$ cat config.mk
export PLATFORM = sky130hd
export DESIGN_NAME = ppfs_pin_function_select
export DESIGN_NICKNAME = d
export VERILOG_FILES = /design/src/verilog/ppfs_pin_function_select.v /design/src/verilog/ppfs_port_decode.v /design/src/verilog/ppfs_sync2.v
export VERILOG_INCLUDE_DIRS = /design/src /design/src/verilog
export SDC_FILE = /design/constraint.sdc
export NUM_CORES = 1
export LEC_CHECK = 0
export BUFFER_PORTS_ARGS = -buffer_cell sky130_fd_sc_hd__buf_2
export CORE_MARGIN = 5
export CORE_UTILIZATION = 45
export CTS_CLUSTER_SIZE = 12
export DETAILED_ROUTE_END_ITERATION = 6
export GPL_TIMING_DRIVEN = 1
export PLACE_DENSITY_LB_ADDON = 0.1
export REMOVE_ABC_BUFFERS = 1
export SYNTH_ARGS = -nofsm -noshare
export SYNTH_HDL_FRONTEND = slang
export SYNTH_SLANG_ARGS = --single-unit
$ cat constraint.sdc
create_clock -name ref_clk -period 2.1 [get_ports ref_clk]
set_clock_uncertainty 0.1 [all_clocks]
set_input_delay 0.42 -clock ref_clk [delete_from_list [all_inputs] [get_ports ref_clk]]
set_output_delay 0.42 -clock ref_clk [all_outputs]
set_load 0.01 [all_outputs]
$ cat src/verilog/ppfs_defs.vh
`ifndef PPFS_DEFS_VH
`define PPFS_DEFS_VH

// register indices on the plain register port
`define PPFS_ADDR_W        4
`define PPFS_IDX_H         4'h0
`define PPFS_IDX_J         4'h1
`define PPFS_IDX_K         4'h2
`define PPFS_IDX_L         4'h3
`define PPFS_IDX_DATA_H    4'h4
`define PPFS_IDX_DATA_J    4'h5
`define PPFS_IDX_DATA_K    4'h6
`define PPFS_IDX_DATA_L    4'h7
`define PPFS_IDX_PIN_H     4'h8
`define PPFS_IDX_PIN_J     4'h9
`define PPFS_IDX_PIN_K     4'hA
`define PPFS_IDX_PIN_L     4'hB
`define PPFS_IDX_STRAP     4'hC

// power-on values
`define PPFS_RST_H_STRAP1  16'hAAAA
`define PPFS_RST_H_STRAP0  16'h8AAA
`define PPFS_RST_JKL       16'h0000
`define PPFS_RST_DATA      8'h00

// pin function codes
`define PPFS_CODE_OTHER    2'b00
`define PPFS_CODE_OUT      2'b01
`define PPFS_CODE_IN_PU    2'b10
`define PPFS_CODE_IN_NOPU  2'b11

// per-port capability masks, one bit per pin
`define PPFS_H_OUT_MASK    8'h80
`define PPFS_H_OTHER_MASK  8'hFF
`define PPFS_J_OUT_MASK    8'hFF
`define PPFS_J_OTHER_MASK  8'hCD
`define PPFS_K_OUT_MASK    8'hFF
`define PPFS_K_OTHER_MASK  8'hFF
`define PPFS_L_OUT_MASK    8'h00
`define PPFS_L_OTHER_MASK  8'hFF

`define PPFS_READ_ZERO     16'h0000

`endif

$ cat src/verilog/ppfs_pin_function_select.v
`timescale 1ns/1ns
`include "ppfs_defs.vh"
// How it works
// four 16-bit registers, two bits per pin
// port H powers up by strap value
// ports J, K, L power up zero
// only power-on reset clears these registers
// H7: other, output, input pullup, input
// H6: other, reserved, input pullup, input
// H0-H5: other, reserved, input pullup, input
// J: other or reserved, output, inputs
// K: other, output, input pullup, input
// L: other, reserved, input pullup, input
// software keeps L at reset when converting
// strap sampled in reset, then port input
// output drives data; inputs float, readable
module ppfs_pin_function_select (
	input  wire                    ref_clk,
	input  wire                    rst,
	input  wire                    manualRst,
	input  wire                    debugModeStrap,
	input  wire [`PPFS_ADDR_W-1:0] regAddr,
	input  wire [15:0]             regWrData,
	input  wire                    regWrite,
	input  wire                    regRead,
	output reg  [15:0]             regRdData,
	input  wire [7:0]              portHIn,
	input  wire [7:0]              portJIn,
	input  wire [7:0]              portKIn,
	input  wire [7:0]              portLIn,
	input  wire [31:0]             altOut,
	input  wire [31:0]             altOutEn,
	output reg  [31:0]             pinOut,
	output reg  [31:0]             pinOutEn,
	output reg  [31:0]             pullUpEn,
	output reg  [31:0]             altSelect,
	output reg  [31:0]             altIn,
	output reg                     debugMode
);
	reg  [15:0] selH_q;
	reg  [15:0] selJ_q;
	reg  [15:0] selK_q;
	reg  [15:0] selL_q;
	reg  [7:0]  dataH_q;
	reg  [7:0]  dataJ_q;
	reg  [7:0]  dataK_q;
	reg  [7:0]  dataL_q;
	reg         strapLatch_q;
	reg  [15:0] rdData_d;
	wire [31:0] pinSync;
	wire [31:0] decOut;
	wire [31:0] decOutEn;
	wire [31:0] decPull;
	wire [31:0] decAlt;
	wire [31:0] decInMode;
	wire        strapSync;
	wire        wrH;
	wire        wrJ;
	wire        wrK;
	wire        wrL;
	wire        wrDataH;
	wire        wrDataJ;
	wire        wrDataK;
	wire        wrDataL;

	wire [7:0]  pinRdH;
	wire [7:0]  pinRdJ;
	wire [7:0]  pinRdK;
	wire [7:0]  pinRdL;

	ppfs_sync2 #(
		.WIDTH (33)
	) u_sync (
		.ref_clk (ref_clk),
		.async   ({debugModeStrap, portLIn, portKIn, portJIn, portHIn}),
		.synced  ({strapSync, pinSync})
	);

	// strap caught while reset is held; pin is a port input after release
	always @(posedge ref_clk) begin
		if (rst) begin
			strapLatch_q <= strapSync;
		end
	end

	assign wrH = regWrite && (regAddr == `PPFS_IDX_H);
	assign wrJ = regWrite && (regAddr == `PPFS_IDX_J);
	assign wrK = regWrite && (regAddr == `PPFS_IDX_K);
	assign wrL = regWrite && (regAddr == `PPFS_IDX_L);
	assign wrDataH = regWrite && (regAddr == `PPFS_IDX_DATA_H);
	assign wrDataJ = regWrite && (regAddr == `PPFS_IDX_DATA_J);
	assign wrDataK = regWrite && (regAddr == `PPFS_IDX_DATA_K);
	assign wrDataL = regWrite && (regAddr == `PPFS_IDX_DATA_L);

	// power-on reset only; manualRst never reaches the selects
	always @(posedge ref_clk) begin
		if (rst) begin

			selH_q <= strapSync ? `PPFS_RST_H_STRAP1 : `PPFS_RST_H_STRAP0;
		end else if (wrH) begin
			selH_q <= regWrData;
		end
	end

	always @(posedge ref_clk) begin
		if (rst) begin
			selJ_q <= `PPFS_RST_JKL;
		end else if (wrJ) begin
			selJ_q <= regWrData;
		end
	end

	always @(posedge ref_clk) begin
		if (rst) begin
			selK_q <= `PPFS_RST_JKL;
		end else if (wrK) begin
			selK_q <= regWrData;
		end
	end

	always @(posedge ref_clk) begin
		if (rst) begin
			selL_q <= `PPFS_RST_JKL;
		end else if (wrL) begin
			// software leaves this at reset while converting
			selL_q <= regWrData;
		end
	end

	// port data; cleared by either reset, unlike the selects
	always @(posedge ref_clk) begin
		if (rst || manualRst) begin
			dataH_q <= `PPFS_RST_DATA;
		end else if (wrDataH) begin
			dataH_q <= regWrData[7:0];
		end
	end

	always @(posedge ref_clk) begin
		if (rst || manualRst) begin
			dataJ_q <= `PPFS_RST_DATA;
		end else if (wrDataJ) begin
			dataJ_q <= regWrData[7:0];
		end
	end

	always @(posedge ref_clk) begin
		if (rst || manualRst) begin
			dataK_q <= `PPFS_RST_DATA;
		end else if (wrDataK) begin
			dataK_q <= regWrData[7:0];
		end
	end

	always @(posedge ref_clk) begin
		if (rst || manualRst) begin
			dataL_q <= `PPFS_RST_DATA;
		end else if (wrDataL) begin
			dataL_q <= regWrData[7:0];
		end
	end

	// see R5 see R6
	ppfs_port_decode #(
		.OUT_MASK   (`PPFS_H_OUT_MASK),
		.OTHER_MASK (`PPFS_H_OTHER_MASK)
	) u_dec_h (
		.sel       (selH_q),
		.portData  (dataH_q),
		.altOut    (altOut[7:0]),
		.altOutEn  (altOutEn[7:0]),
		.pinOut    (decOut[7:0]),
		.pinOutEn  (decOutEn[7:0]),
		.pullUpEn  (decPull[7:0]),
		.altSelect (decAlt[7:0]),
		.inputMode (decInMode[7:0])
	);


	ppfs_port_decode #(
		.OUT_MASK   (`PPFS_J_OUT_MASK),
		.OTHER_MASK (`PPFS_J_OTHER_MASK)
	) u_dec_j (
		.sel       (selJ_q),
		.portData  (dataJ_q),
		.altOut    (altOut[15:8]),
		.altOutEn  (altOutEn[15:8]),
		.pinOut    (decOut[15:8]),
		.pinOutEn  (decOutEn[15:8]),
		.pullUpEn  (decPull[15:8]),
		.altSelect (decAlt[15:8]),
		.inputMode (decInMode[15:8])
	);


	ppfs_port_decode #(
		.OUT_MASK   (`PPFS_K_OUT_MASK),
		.OTHER_MASK (`PPFS_K_OTHER_MASK)
	) u_dec_k (
		.sel       (selK_q),
		.portData  (dataK_q),
		.altOut    (altOut[23:16]),
		.altOutEn  (altOutEn[23:16]),
		.pinOut    (decOut[23:16]),
		.pinOutEn  (decOutEn[23:16]),
		.pullUpEn  (decPull[23:16]),
		.altSelect (decAlt[23:16]),
		.inputMode (decInMode[23:16])
	);


	ppfs_port_decode #(
		.OUT_MASK   (`PPFS_L_OUT_MASK),
		.OTHER_MASK (`PPFS_L_OTHER_MASK)
	) u_dec_l (
		.sel       (selL_q),
		.portData  (dataL_q),
		.altOut    (altOut[31:24]),
		.altOutEn  (altOutEn[31:24]),
		.pinOut    (decOut[31:24]),
		.pinOutEn  (decOutEn[31:24]),
		.pullUpEn  (decPull[31:24]),
		.altSelect (decAlt[31:24]),
		.inputMode (decInMode[31:24])
	);

	// pin levels shown to software: input-mode pins only
	assign pinRdH = pinSync[7:0] & decInMode[7:0];
	assign pinRdJ = pinSync[15:8] & decInMode[15:8];
	assign pinRdK = pinSync[23:16] & decInMode[23:16];
	assign pinRdL = pinSync[31:24] & decInMode[31:24];

	// registered pin controls, one flop per output
	always @(posedge ref_clk) begin
		if (rst) begin
			pinOut <= 32'h0000_0000;
		end else begin
			pinOut <= decOut;
		end
	end

	always @(posedge ref_clk) begin
		if (rst) begin
			pinOutEn <= 32'h0000_0000;
		end else begin
			pinOutEn <= decOutEn;
		end
	end

	always @(posedge ref_clk) begin
		if (rst) begin
			pullUpEn <= 32'h0000_0000;
		end else begin
			pullUpEn <= decPull;
		end
	end

	always @(posedge ref_clk) begin
		if (rst) begin
			altSelect <= 32'h0000_0000;
		end else begin
			altSelect <= decAlt;
		end
	end

	always @(posedge ref_clk) begin
		if (rst) begin
			altIn <= 32'h0000_0000;
		end else begin
			altIn <= pinSync & decAlt;
		end
	end

	// latched strap stands until the next power-on reset
	always @(posedge ref_clk) begin
		if (rst) begin
			debugMode <= 1'b0;
		end else begin
			debugMode <= strapLatch_q;
		end
	end

	always @* begin
		rdData_d = `PPFS_READ_ZERO;
		case (regAddr)
		`PPFS_IDX_H: begin
			rdData_d = selH_q;
		end
		`PPFS_IDX_J: begin
			rdData_d = selJ_q;
		end
		`PPFS_IDX_K: begin
			rdData_d = selK_q;
		end
		`PPFS_IDX_L: begin
			rdData_d = selL_q;
		end
		`PPFS_IDX_DATA_H: begin
			rdData_d = {8'h00, dataH_q};
		end
		`PPFS_IDX_DATA_J: begin
			rdData_d = {8'h00, dataJ_q};
		end
		`PPFS_IDX_DATA_K: begin
			rdData_d = {8'h00, dataK_q};
		end
		`PPFS_IDX_DATA_L: begin
			rdData_d = {8'h00, dataL_q};
		end
		`PPFS_IDX_PIN_H: begin
			rdData_d = {8'h00, pinRdH};
		end
		`PPFS_IDX_PIN_J: begin
			rdData_d = {8'h00, pinRdJ};
		end
		`PPFS_IDX_PIN_K: begin
			rdData_d = {8'h00, pinRdK};
		end
		`PPFS_IDX_PIN_L: begin
			rdData_d = {8'h00, pinRdL};
		end
		`PPFS_IDX_STRAP: begin
			rdData_d = {15'h0000, strapLatch_q};
		end
		default: begin
			rdData_d = `PPFS_READ_ZERO;
		end
		endcase
	end

	// read data stands only in the cycle after the strobe
	always @(posedge ref_clk) begin
		if (rst) begin
			regRdData <= `PPFS_READ_ZERO;
		end else if (regRead) begin
			regRdData <= rdData_d;
		end else begin
			regRdData <= `PPFS_READ_ZERO;
		end
	end
endmodule

$ cat src/verilog/ppfs_port_decode.v
`timescale 1ns/1ns
`include "ppfs_defs.vh"
module ppfs_port_decode #(
	parameter [7:0] OUT_MASK   = 8'hFF,
	parameter [7:0] OTHER_MASK = 8'hFF
) (
	input  wire [15:0] sel,
	input  wire [7:0]  portData,
	input  wire [7:0]  altOut,
	input  wire [7:0]  altOutEn,
	output reg  [7:0]  pinOut,
	output reg  [7:0]  pinOutEn,
	output reg  [7:0]  pullUpEn,
	output reg  [7:0]  altSelect,
	output reg  [7:0]  inputMode
);
	integer n;
	reg [1:0] code;

	always @* begin
		pinOut    = 8'h00;
		pinOutEn  = 8'h00;
		pullUpEn  = 8'h00;
		altSelect = 8'h00;
		inputMode = 8'h00;
		code      = 2'b00;
		for (n = 0; n < 8; n = n + 1) begin
			code = sel[2*n +: 2];
			case (code)
			`PPFS_CODE_OTHER: begin
				// reserved pins stay undriven
				if (OTHER_MASK[n]) begin
					altSelect[n] = 1'b1;
					pinOut[n]    = altOut[n];
					pinOutEn[n]  = altOutEn[n];
				end
			end
			`PPFS_CODE_OUT: begin
				if (OUT_MASK[n]) begin
					pinOut[n]   = portData[n];
					pinOutEn[n] = 1'b1;
				end
			end
			`PPFS_CODE_IN_PU: begin
				inputMode[n] = 1'b1;
				pullUpEn[n]  = 1'b1;
			end
			`PPFS_CODE_IN_NOPU: begin
				inputMode[n] = 1'b1;
			end
			default: begin
				inputMode[n] = 1'b0;
			end
			endcase
		end
	end
endmodule

$ cat src/verilog/ppfs_sync2.v
`timescale 1ns/1ns
module ppfs_sync2 #(
	parameter WIDTH = 8
) (
	input  wire             ref_clk,
	input  wire [WIDTH-1:0] async,
	output wire [WIDTH-1:0] synced
);
	reg [WIDTH-1:0] meta_q;
	reg [WIDTH-1:0] sync_q;

	// no reset: levels only, settled after two edges
	always @(posedge ref_clk) begin
		meta_q <= async;
		sync_q <= meta_q;
	end

	assign synced = sync_q;
endmodule
# After elaboration in Yosys (flattened, before gate mapping)
# Cells that the tools add are included.
dict set report totals {
  ff_bits 340
  latch_bits 0
  mem_bits_rw 0
  rom_bits 0
  input_bits 122
  output_inout_bits 177
  elab_cells 388
  mem_count 0
}
dict set report op_classes {
  n_addsub 0
  mul 0
  n_div 0
  order_cmp 0
  n_eq_ne 93
  shifts 0
  n_mux 128
  n_bitwise 24
  reduce_logical 91
}
# op count
set ops {}
lappend ops {{$pmux W16 S13} 1}
lappend ops {{$eq A2 B2 Y1 const B} 64}
lappend ops {{$reduce_or A2 Y1} 51}
lappend ops {{$mux W1} 96}
lappend ops {{$logic_not A2 Y1} 29}
lappend ops {{$pmux W1 S2} 28}
lappend ops {{$eq A2 B1 Y1 const B} 17}
lappend ops {{$and A32 B32 Y32} 1}
lappend ops {{$and A8 B8 Y8} 4}
lappend ops {{$mux W16} 2}
lappend ops {{$eq A4 B4 Y1 const B} 5}
lappend ops {{$not A1 Y1} 19}
lappend ops {{$eq A4 B3 Y1 const B} 4}
lappend ops {{$mux W14} 1}
lappend ops {{$eq A4 B2 Y1 const B} 2}
lappend ops {{$logic_and A1 B1 Y1} 8}
lappend ops {{$eq A4 B1 Y1 const B} 1}
lappend ops {{$logic_not A4 Y1} 1}
lappend ops {{$reduce_bool A2 Y1} 1}
lappend ops {{$logic_or A1 B1 Y1} 1}

# Depth between registers and ports, before layout
# Gate-level depths: netlist (run 1).
dict set report logic_depth {
  depth_word 5
  ltp_mapped 8
  mapped_depth_nobuf 4
}

# By module
# Synthesis (run 1) repeated with hierarchy kept, for this count alone.
dict set report hier_totals {
  cells_unflattened 1183
  hier_area_um2 11873.9
}
# mod n_inst cells_each area_per_inst_um2 seq_area_each_um2
set by_module_without_submodules {}
lappend by_module_without_submodules {ppfs_pin_function_select 1 928 9496.6 5655.4}
lappend by_module_without_submodules {ppfs_sync2 1 66 1321.3 1321.3}
lappend by_module_without_submodules {{ppfs_port_decode (u_dec_k)} 1 56 297.8 0.0}
lappend by_module_without_submodules {{ppfs_port_decode (u_dec_j)} 1 51 289.0 0.0}
lappend by_module_without_submodules {{ppfs_port_decode (u_dec_h)} 1 42 239.0 0.0}
lappend by_module_without_submodules {{ppfs_port_decode (u_dec_l)} 1 40 230.2 0.0}

# Worst setup path after synthesis (run 1)
# OpenSTA, ideal clock, no wires.
dict set report synth_timing {
  path_kind {input port to flip-flop}
  start {in regAddr[2]}
  end {reg selH_q[0], enable pin}
  setup_time_ns 0.367
  arrival_time_ns 1.690
  required_ns 1.633
  setup_slack_ns -0.057
  path_stages 5
  path_cell_list {buf_4 > buf_2 > buf_4 > nor4_4 > a21o_1}
}
dict set report synth_between {
  elab_chain_cells 3
}
# element line_no
set synth_rtl {}
lappend synth_rtl {{start: declaration} ppfs_pin_function_select.v:22} ;# input wire [`PPFS_ADDR_W-1:0] regAddr,
lappend synth_rtl {{$logic_not A4 Y1} -}
lappend synth_rtl {{$logic_and A1 B1 Y1} ppfs_pin_function_select.v:86} ;# assign wrH = regWrite && (regAddr == `PPFS_IDX_H);
lappend synth_rtl {{$reduce_bool A2 Y1 (no source line)} -}
lappend synth_rtl {{end signal: assignment} ppfs_pin_function_select.v:99} ;# selH_q <= strapSync ? `PPFS_RST_H_STRAP1 : `PPFS_RST_H_STRAP0;
lappend synth_rtl {{end signal: assignment} ppfs_pin_function_select.v:101} ;# selH_q <= regWrData;
lappend synth_rtl {{end: declaration} ppfs_pin_function_select.v:40} ;# reg [15:0] selH_q;
# No other way between the ends.
# A chain may end at the register's enable or synchronous reset.

# Final worst setup path (run 1)
dict set report layout_timing {
  start {reg selK_q[3]}
  end {reg regRdData[3]}
}
dict set report layout_between {
  elab_chain_cells 1
}
# element line_no
set layout_rtl {}
lappend layout_rtl {{start: declaration} ppfs_pin_function_select.v:42} ;# reg [15:0] selK_q;
lappend layout_rtl {{start signal: assignment} ppfs_pin_function_select.v:115} ;# selK_q <= `PPFS_RST_JKL;
lappend layout_rtl {{start signal: assignment} ppfs_pin_function_select.v:117} ;# selK_q <= regWrData;
lappend layout_rtl {{$pmux W16 S13} ppfs_pin_function_select.v:285} ;# case (regAddr)
lappend layout_rtl {{end signal: assignment} ppfs_pin_function_select.v:334} ;# regRdData <= `PPFS_READ_ZERO;
lappend layout_rtl {{end signal: assignment} ppfs_pin_function_select.v:336} ;# regRdData <= rdData_d;
lappend layout_rtl {{end signal: assignment} ppfs_pin_function_select.v:338} ;# regRdData <= `PPFS_READ_ZERO;
lappend layout_rtl {{end: declaration} ppfs_pin_function_select.v:26} ;# output reg [15:0] regRdData,
# No other way between the ends.

==> flow_summary.json, run 1 <==
{
  "status": "finished clean",
  "pre_cts_ws_ns": 0.02599,
  "critPathCaptureType": "flip-flop",
  "path_delay_family": "simple AND/OR/NAND/NOR gates",
  "leakagePower_nw": 6.126,
  "cts.sinks": 334,
  "dpl.hpwl_um": 22110,
  "crit_chain": "mux2i_1 > or4_1 > and4_1 > a31oi_1",
  "cts_setup_buffers": 0,
  "path_clk_slew_ns": 0.06,
  "first_global_vias": 8472,
  "hold_slack_ns": 0.01521,
  "powerDensity_nw_per_um2": 939.2,
  "relSlewSlack_pct": 63.22,
  "switching_share_pct": 21.89,
  "grt_overflow": 0,
  "fin_nets": 1470,
  "path_max_fanout": 7,
  "drv_cap": 0,
  "synth_cells": 985,
  "hold_class": "in2reg",
  "io-pin-count": 299,
  "internal-power_mw": 10.61,
  "grt_max_degree": 40,
  "grt_pass1_wl_um": 48960,
  "yosysWarningCount": 0,
  "crit_type": "reg2reg",
  "tightest_slew_ns": 0.5517,
  "synth_area_um2": 10900,
  "synthArstFlopShare_pct": 0,
  "clkPwrFrac_pct": 43.6,
  "vias": 8492,
  "die_w_um": 165.6,
  "fp.dieArea_um2": 27430,
  "dr.first_iter.drc_count": 647,
  "use_met1_pct": 29.53,
  "grt_use_total_pct": 22.18,
  "htreeDepth": 2,
  "coreArea_um2": 24110,
  "clk_latency_ns": 0.51,
  "drt-pass1-iter-count": 6,
  "cts_buffers": 36,
  "vdd_drop_max_mv": 0.5834,
  "met3_usage_pct": 5.624,
  "clock_path_buffers": 3,
  "area_growth_pct": 32.72,
  "drive_gt1_share_pct": 31.90,
  "worst_path_max_delay_cell": "dfxtp_1",
  "path_buf_inv": 0,
  "tritoncts": "built",
  "fin_crit_sh_pct": 76.71,
  "synth_edf_count": 17,
  "routed_wl_um": 31270,
  "switchingPower_mw": 2.974,
  "slowest_delay_ns": 0.46,
  "slew_viol_final": 0,
  "yosysSeqAreaShare_pct": 62.92,
  "gp_congestion": 0.8637,
  "viasPerCell": 5.010,
  "power_frac_comb_pct": 6.7,
  "cts_root_buffer": "clkbuf_16",
  "synthFlopType": "dfxtp_1",
  "initial_core_util_pct": 45.20,
  "cts_resized": 0,
  "arrival_ns": 1.93,
  "min_period_ns": 1.611,
  "required_ns": 2.41,
  "drtAntennaViolNets": 0,
  "wl_per_cell_um": 18.45,
  "die_h_um": 165.6,
  "row_count": 57,
  "postSynthAreaPerCell_um2": 11.06,
  "final_hold_viol_count": 0,
  "yosysUniqueCellTypes": 58,
  "busiest_layer": "met2",
  "max_freq_mhz": 620.8,
  "ys_seq_elements": 334,
  "grt_use_met2_pct": 36.54,
  "nFillCells": 2087,
  "critPathLaunchType": "flip-flop",
  "tns_ns": 0,
  "finalSetupViolCount": 0,
  "drc_errors": 0,
  "power_frac_seq_pct": 49.7,
  "io_buffers": 286,
  "antenna_found_initial": 2,
  "setup_ws_ns": 0.4891,
  "postCtsHoldBufs": 37,
  "grt_setup_unrepaired": "false"
}
power by group through the flow:
stage	Clock, mW	Combinational [mW]	Sequential [mW]
6_report	5.92	0.912	6.75
5_1_grt	6.35	0.987	6.78
4_1_cts	6.03	0.910	6.75
3_5_place_dp	0	0.851	6.89
3_3_place_gp	0	0.845	6.89
2_1_floorplan	0	0.238	6.93
area by class of cell:
| class | count | area, um^2 | area share, % |
|---|---|---|---|
| Sequential cell | 334 | 6857 | 47.41 |
| Multi-Input combinational cell | 589 | 3685 | 25.48 |
| Antenna cell | 1 | 2.502 | 0.01730 |
| Clock buffer | 57 | 1091 | 7.544 |
| Timing Repair Buffer | 385 | 2391 | 16.53 |
| Inverter | 2 | 10.01 | 0.06921 |
| Clock inverter | 3 | 21.27 | 0.1471 |
| Tap cell | 324 | 405.4 | 2.803 |
cells in the final DEF, fill, tap and decap left out, drive strengths merged, types with 17 or more instances in the layout:
cell type	instances
edfxtp	17
mux2i	44
a21oi	66
and2	67
dfxtp	317
nand2	112
nand3	24
clkbuf	57
nor3	62
dlygate4sd3	39
nor2	43
buf	346
a22oi	17
nor3b	35
state kept, by name (all words and copies together) (netlist names):
register / count
dataL_q: 8
pullUpEn: 32
dataJ_q: 8
regRdData: 16
pinOut: 32
debugMode: 1
selH_q: 16
altSelect: 29
dataK_q: 8
selJ_q: 16
selK_q: 16
pinOutEn: 32
strapLatch_q: 1
selL_q: 16
dataH_q: 8
u_sync.synced: 33
u_sync.meta_q: 33
altIn: 29
per-layer routing:
layer  wire [um]  vias up
met5          13        -
met4         597        2
met3        2197       52
met2       14780      330
met1       13680     4000
li1            -     4108
logic make-up (layout without fill, tap and decap cells):
logic type	count (synthesis)	in the layout	share of synthesized area [%]
and+or+nand+nor	399	399	20.36
DFF	334	334	62.92
AOI/OAI and AO/OA	131	131	7.831
buffers and inverters	67	447	3.433
muxes	53	53	5.420
other	1	7	0.03441
synth_stat cells, drive strengths merged (2+ instances only):
| master | count | area (um^2) |
|---|---|---|
| nor4b | 3 | 71.32 |
| dfxtp | 317 | 6346 |
| or2 | 9 | 56.31 |
| and2 | 67 | 419.2 |
| or4 | 2 | 15.01 |
| a311oi | 2 | 17.52 |
| nand4 | 2 | 12.51 |
| and4b | 3 | 30.03 |
| mux2 | 5 | 56.30 |
| a21o | 2 | 15.01 |
| nand3b | 3 | 35.03 |
| inv | 2 | 10.01 |
| a32o | 2 | 20.02 |
| and3 | 6 | 37.54 |
| clkbuf | 27 | 101.4 |
| mux4 | 4 | 93.84 |
| mux2i | 44 | 440.4 |
| a221o | 3 | 30.03 |
| a22oi | 17 | 127.6 |
| and4bb | 3 | 37.54 |
| and3b | 4 | 35.03 |
| nor2 | 43 | 163.9 |
| nand2 | 112 | 420.4 |
| nand3 | 24 | 120.1 |
| nor3b | 35 | 262.8 |
| nand2b | 2 | 12.51 |
| nor2b | 14 | 87.58 |
| a41oi | 5 | 43.79 |
| buf | 38 | 262.8 |
| a31o | 4 | 35.03 |
| edfxtp | 17 | 510.5 |
| a31oi | 7 | 43.79 |
| nor3 | 62 | 344.1 |
| a21oi | 66 | 367.8 |
| and4 | 3 | 26.28 |
| o21ai | 14 | 73.82 |
| a32oi | 3 | 26.28 |
per-stage QoR:
stage                     util, %  cell area, um^2  power [mW]  cells
after global routing        60.00            14460       14.11   1695
after CTS                   59.90            14440       13.69   1692
after detailed placement    53.75            12960       7.741   1595
after global placement      53.75            12960       7.732   1595
final                       60.00            14460       13.58   1695
after floorplan                 -            10550       7.172    925
worst paths after layout:
path | start | to | slack, ns | cells past startpoint
worst max-delay path | selK_q[3] | regRdData[3] | 0.49 | 4
worst min-delay path | altOutEn[29] | pinOutEn[29] | 0.02 | 2
worst min register to register | u_sync.meta_q[6] | u_sync.synced[6] | 0.22 | 0
worst max register to register | selK_q[3] | regRdData[3] | 0.49 | 4
No activity file was read; power rests on OpenSTA's default activity.
==> run 2, diff against run 1 <==
- ABC_AREA: unset -> 1
- clock period: 2.1 -> 1.4 ns (I/O delays scaled with it)
==> run 2 against run 1 <==
Global-route usage up 0.92 points. Wire length up 4.3%. Sequential cell count unchanged. Core utilization up 2.9 points. Sequential share of layout area down 2.3 points. Critical path depth down 3. Critical endpoint is now regRdData[0]. Highest routed layer is now met4.
==> flow_summary.json, run 2 <==
{
  "required_ns": 1.02,
  "arrival_ns": 0.99,
  "power_frac_seq_pct": 49.3,
  "path_buf_inv": 1,
  "layout_commonest_cell": "dfxtp_1",
  "fp.dieArea_um2": 27600,
  "final_cell_mix": "dfxtp_1 (316), buf_2 (285), inv_1 (185), nand2_1 (170), nor2_1 (166)",
  "relSlewSlack_pct": 63.38,
  "path_clk_slew_ns": 0.06,
  "cts_buffers": 36,
  "synth_area_um2": 10970,
  "ys_seq_elements": 334,
  "cts_root_buffer": "clkbuf_16",
  "postSynthAreaPerCell_um2": 8.732,
  "wl_per_cell_um": 16.03,
  "row_count": 57,
  "crit_type": "reg2out",
  "synth_cells": 1256,
  "yosysWarningCount": 0,
  "antenna_found_initial": 0,
  "min_from": "regWrData[2]",
  "grt_use_total_pct": 23.10,
  "crit_chain": "buf_6",
  "vdd_drop_max_mv": 0.8465,
  "initial_core_util_pct": 45.37,
  "io_buffers": 286,
  "synth_top_area_share_pct": 57.86,
  "drc_errors": 0,
  "gp_congestion": 0.9086,
  "tns_ns": 0,
  "r2r_start": "selH_q[5]",
  "synthFlopType": "dfxtp_1",
  "max_freq_mhz": 727.7,
  "placed_area_um2": 13130,
  "grt_setup_unrepaired": "false",
  "critPathLaunchType": "flip-flop",
  "synthArstFlopShare_pct": 0,
  "fin_crit_sh_pct": 98.15,
  "switchingPower_mw": 4.636,
  "powerDensity_nw_per_um2": 1357,
  "drt-pass1-iter-count": 5,
  "yosysTopAreaCell": "dfxtp_1",
  "tritoncts": "built",
  "grt_max_degree": 41,
  "die_h_um": 166.1,
  "power_frac_comb_pct": 7.7,
  "internal-power_mw": 16.00,
  "synth_edf_count": 17,
  "htreeDepth": 2,
  "clock_path_buffers": 3,
  "viasPerCell": 4.724,
  "pre_cts_ws_ns": -0.2317,
  "first_global_vias": 9675,
  "clkPwrFrac_pct": 43.0,
  "tightest_slew_ns": 0.5479,
  "utilization_pct": 62.93,
  "yosysSeqAreaShare_pct": 62.51,
  "slew_viol_final": 0,
  "fin_area_um2": 15210,
  "drtAntennaViolNets": 0,
  "drv_cap": 0,
  "drive_gt1_share_pct": 24.37,
  "nFillCells": 2048,
  "cts.sinks": 334,
  "path_max_fanout": 1,
  "hold_class": "in2reg",
  "grt_overflow": 0,
  "status": "finished clean",
  "critPathLaunch": "regRdData[0]",
  "area_growth_pct": 38.72,
  "dr.first_iter.drc_count": 587,
  "routed_wl_um": 32620,
  "coreArea_um2": 24180,
  "path_delay_family": "flip-flops",
  "switching_share_pct": 22.46,
  "min_period_ns": 1.374,
  "vias": 9614,
  "total_power_mw": 20.64,
  "die_w_um": 166.1,
  "worst_path_max_delay_cell": "dfxtp_4",
  "diodes": 0,
  "synth_most_common_cell": "dfxtp_1",
  "leakagePower_nw": 7.456,
  "synth_common_cells": "dfxtp_1 (317), inv_1 (185), nand2_1 (170), nor2_1 (166), a21oi_1 (90)",
  "yosysUniqueCellTypes": 32,
  "final_hold_viol_count": 0,
  "slowest_delay_ns": 0.36,
  "setup_ws_ns": 0.02590,
  "dpl.hpwl_um": 23100,
  "synth_area_leaders": "dfxtp_1 (58%), inv_1 (6.3%), nand2_1 (5.8%), nor2_1 (5.7%), edfxtp_1 (4.7%)",
  "fin_nets": 1812,
  "critPathCaptureType": "output port",
  "io-pin-count": 299,
  "grt_pass1_wl_um": 51580,
  "clk_latency_ns": 0.51,
  "finalSetupViolCount": 0
}
[run 2: repair_timing]
item                                    CTS  global route
gates resized for setup                   2             2
endpoints found under the setup margin    1             2
hold endpoints to repair                 99             0
buffers inserted                          0             0
hold buffers                             97             0
[run 2: logic make-up (layout without fill, tap and decap cells)]
| family | after synthesis | after routing | synth area share [%] |
|---|---|---|---|
| simple gates | 502 | 502 | 20.13 |
| flops | 334 | 334 | 62.51 |
| other cells | 1 | 6 | 0.03419 |
| buf+inv | 236 | 686 | 8.773 |
| compound gates | 183 | 183 | 8.544 |
[run 2: final cells by class]
cell class                      instances  area, um^2  share of cell area (%)
Clock buffer                           54        1080                   7.097
Clock inverter                          5       25.02                  0.1645
Inverter                              188       705.7                   4.638
Multi-Input combinational cell        691        3172                   20.85
Sequential cell                       334        6860                   45.09
Tap cell                              324       405.4                   2.664
Timing Repair Buffer                  439        2967                   19.50
[run 2: per-stage QoR]
step / instances / hold slack [ns]
5_1_grt: 2035 / 0.01002
6_report: 2035 / 0.01654
2_1_floorplan: 1213 / 0.2077
3_5_place_dp: 1879 / 0.2121
3_3_place_gp: 1879 / 0.2103
4_1_cts: 2035 / 0.0004056
[run 2: worst paths after layout]
check / endpoint / slack, ns / depth (start not counted)
setup reg to reg: regRdData[5] / 0.14 / 7
hold reg to reg: u_sync.synced[27] / 0.22 / 0
setup / recovery: regRdData[0] / 0.03 / 1
hold / removal: dataL_q[2] / 0.02 / 3
[run 2: routing by layer]
layer	up-vias	track usage (%)	share of wire, %
met5	-	0	0
met4	0	6.456	2.1
met3	55	5.261	7.4
met2	327	38.30	47
met1	4418	30.52	44
li1	4814	-	-
[run 2: power by group through the flow]
stage          logic, mW  registers, mW  clock network (mW)
6_report            1.60           10.2                8.88
5_1_grt             1.76           10.2                9.49
4_1_cts             1.60           10.2                9.09
3_5_place_dp        1.38           10.4                   0
3_3_place_gp        1.37           10.4                   0
2_1_floorplan      0.466           10.5                   0
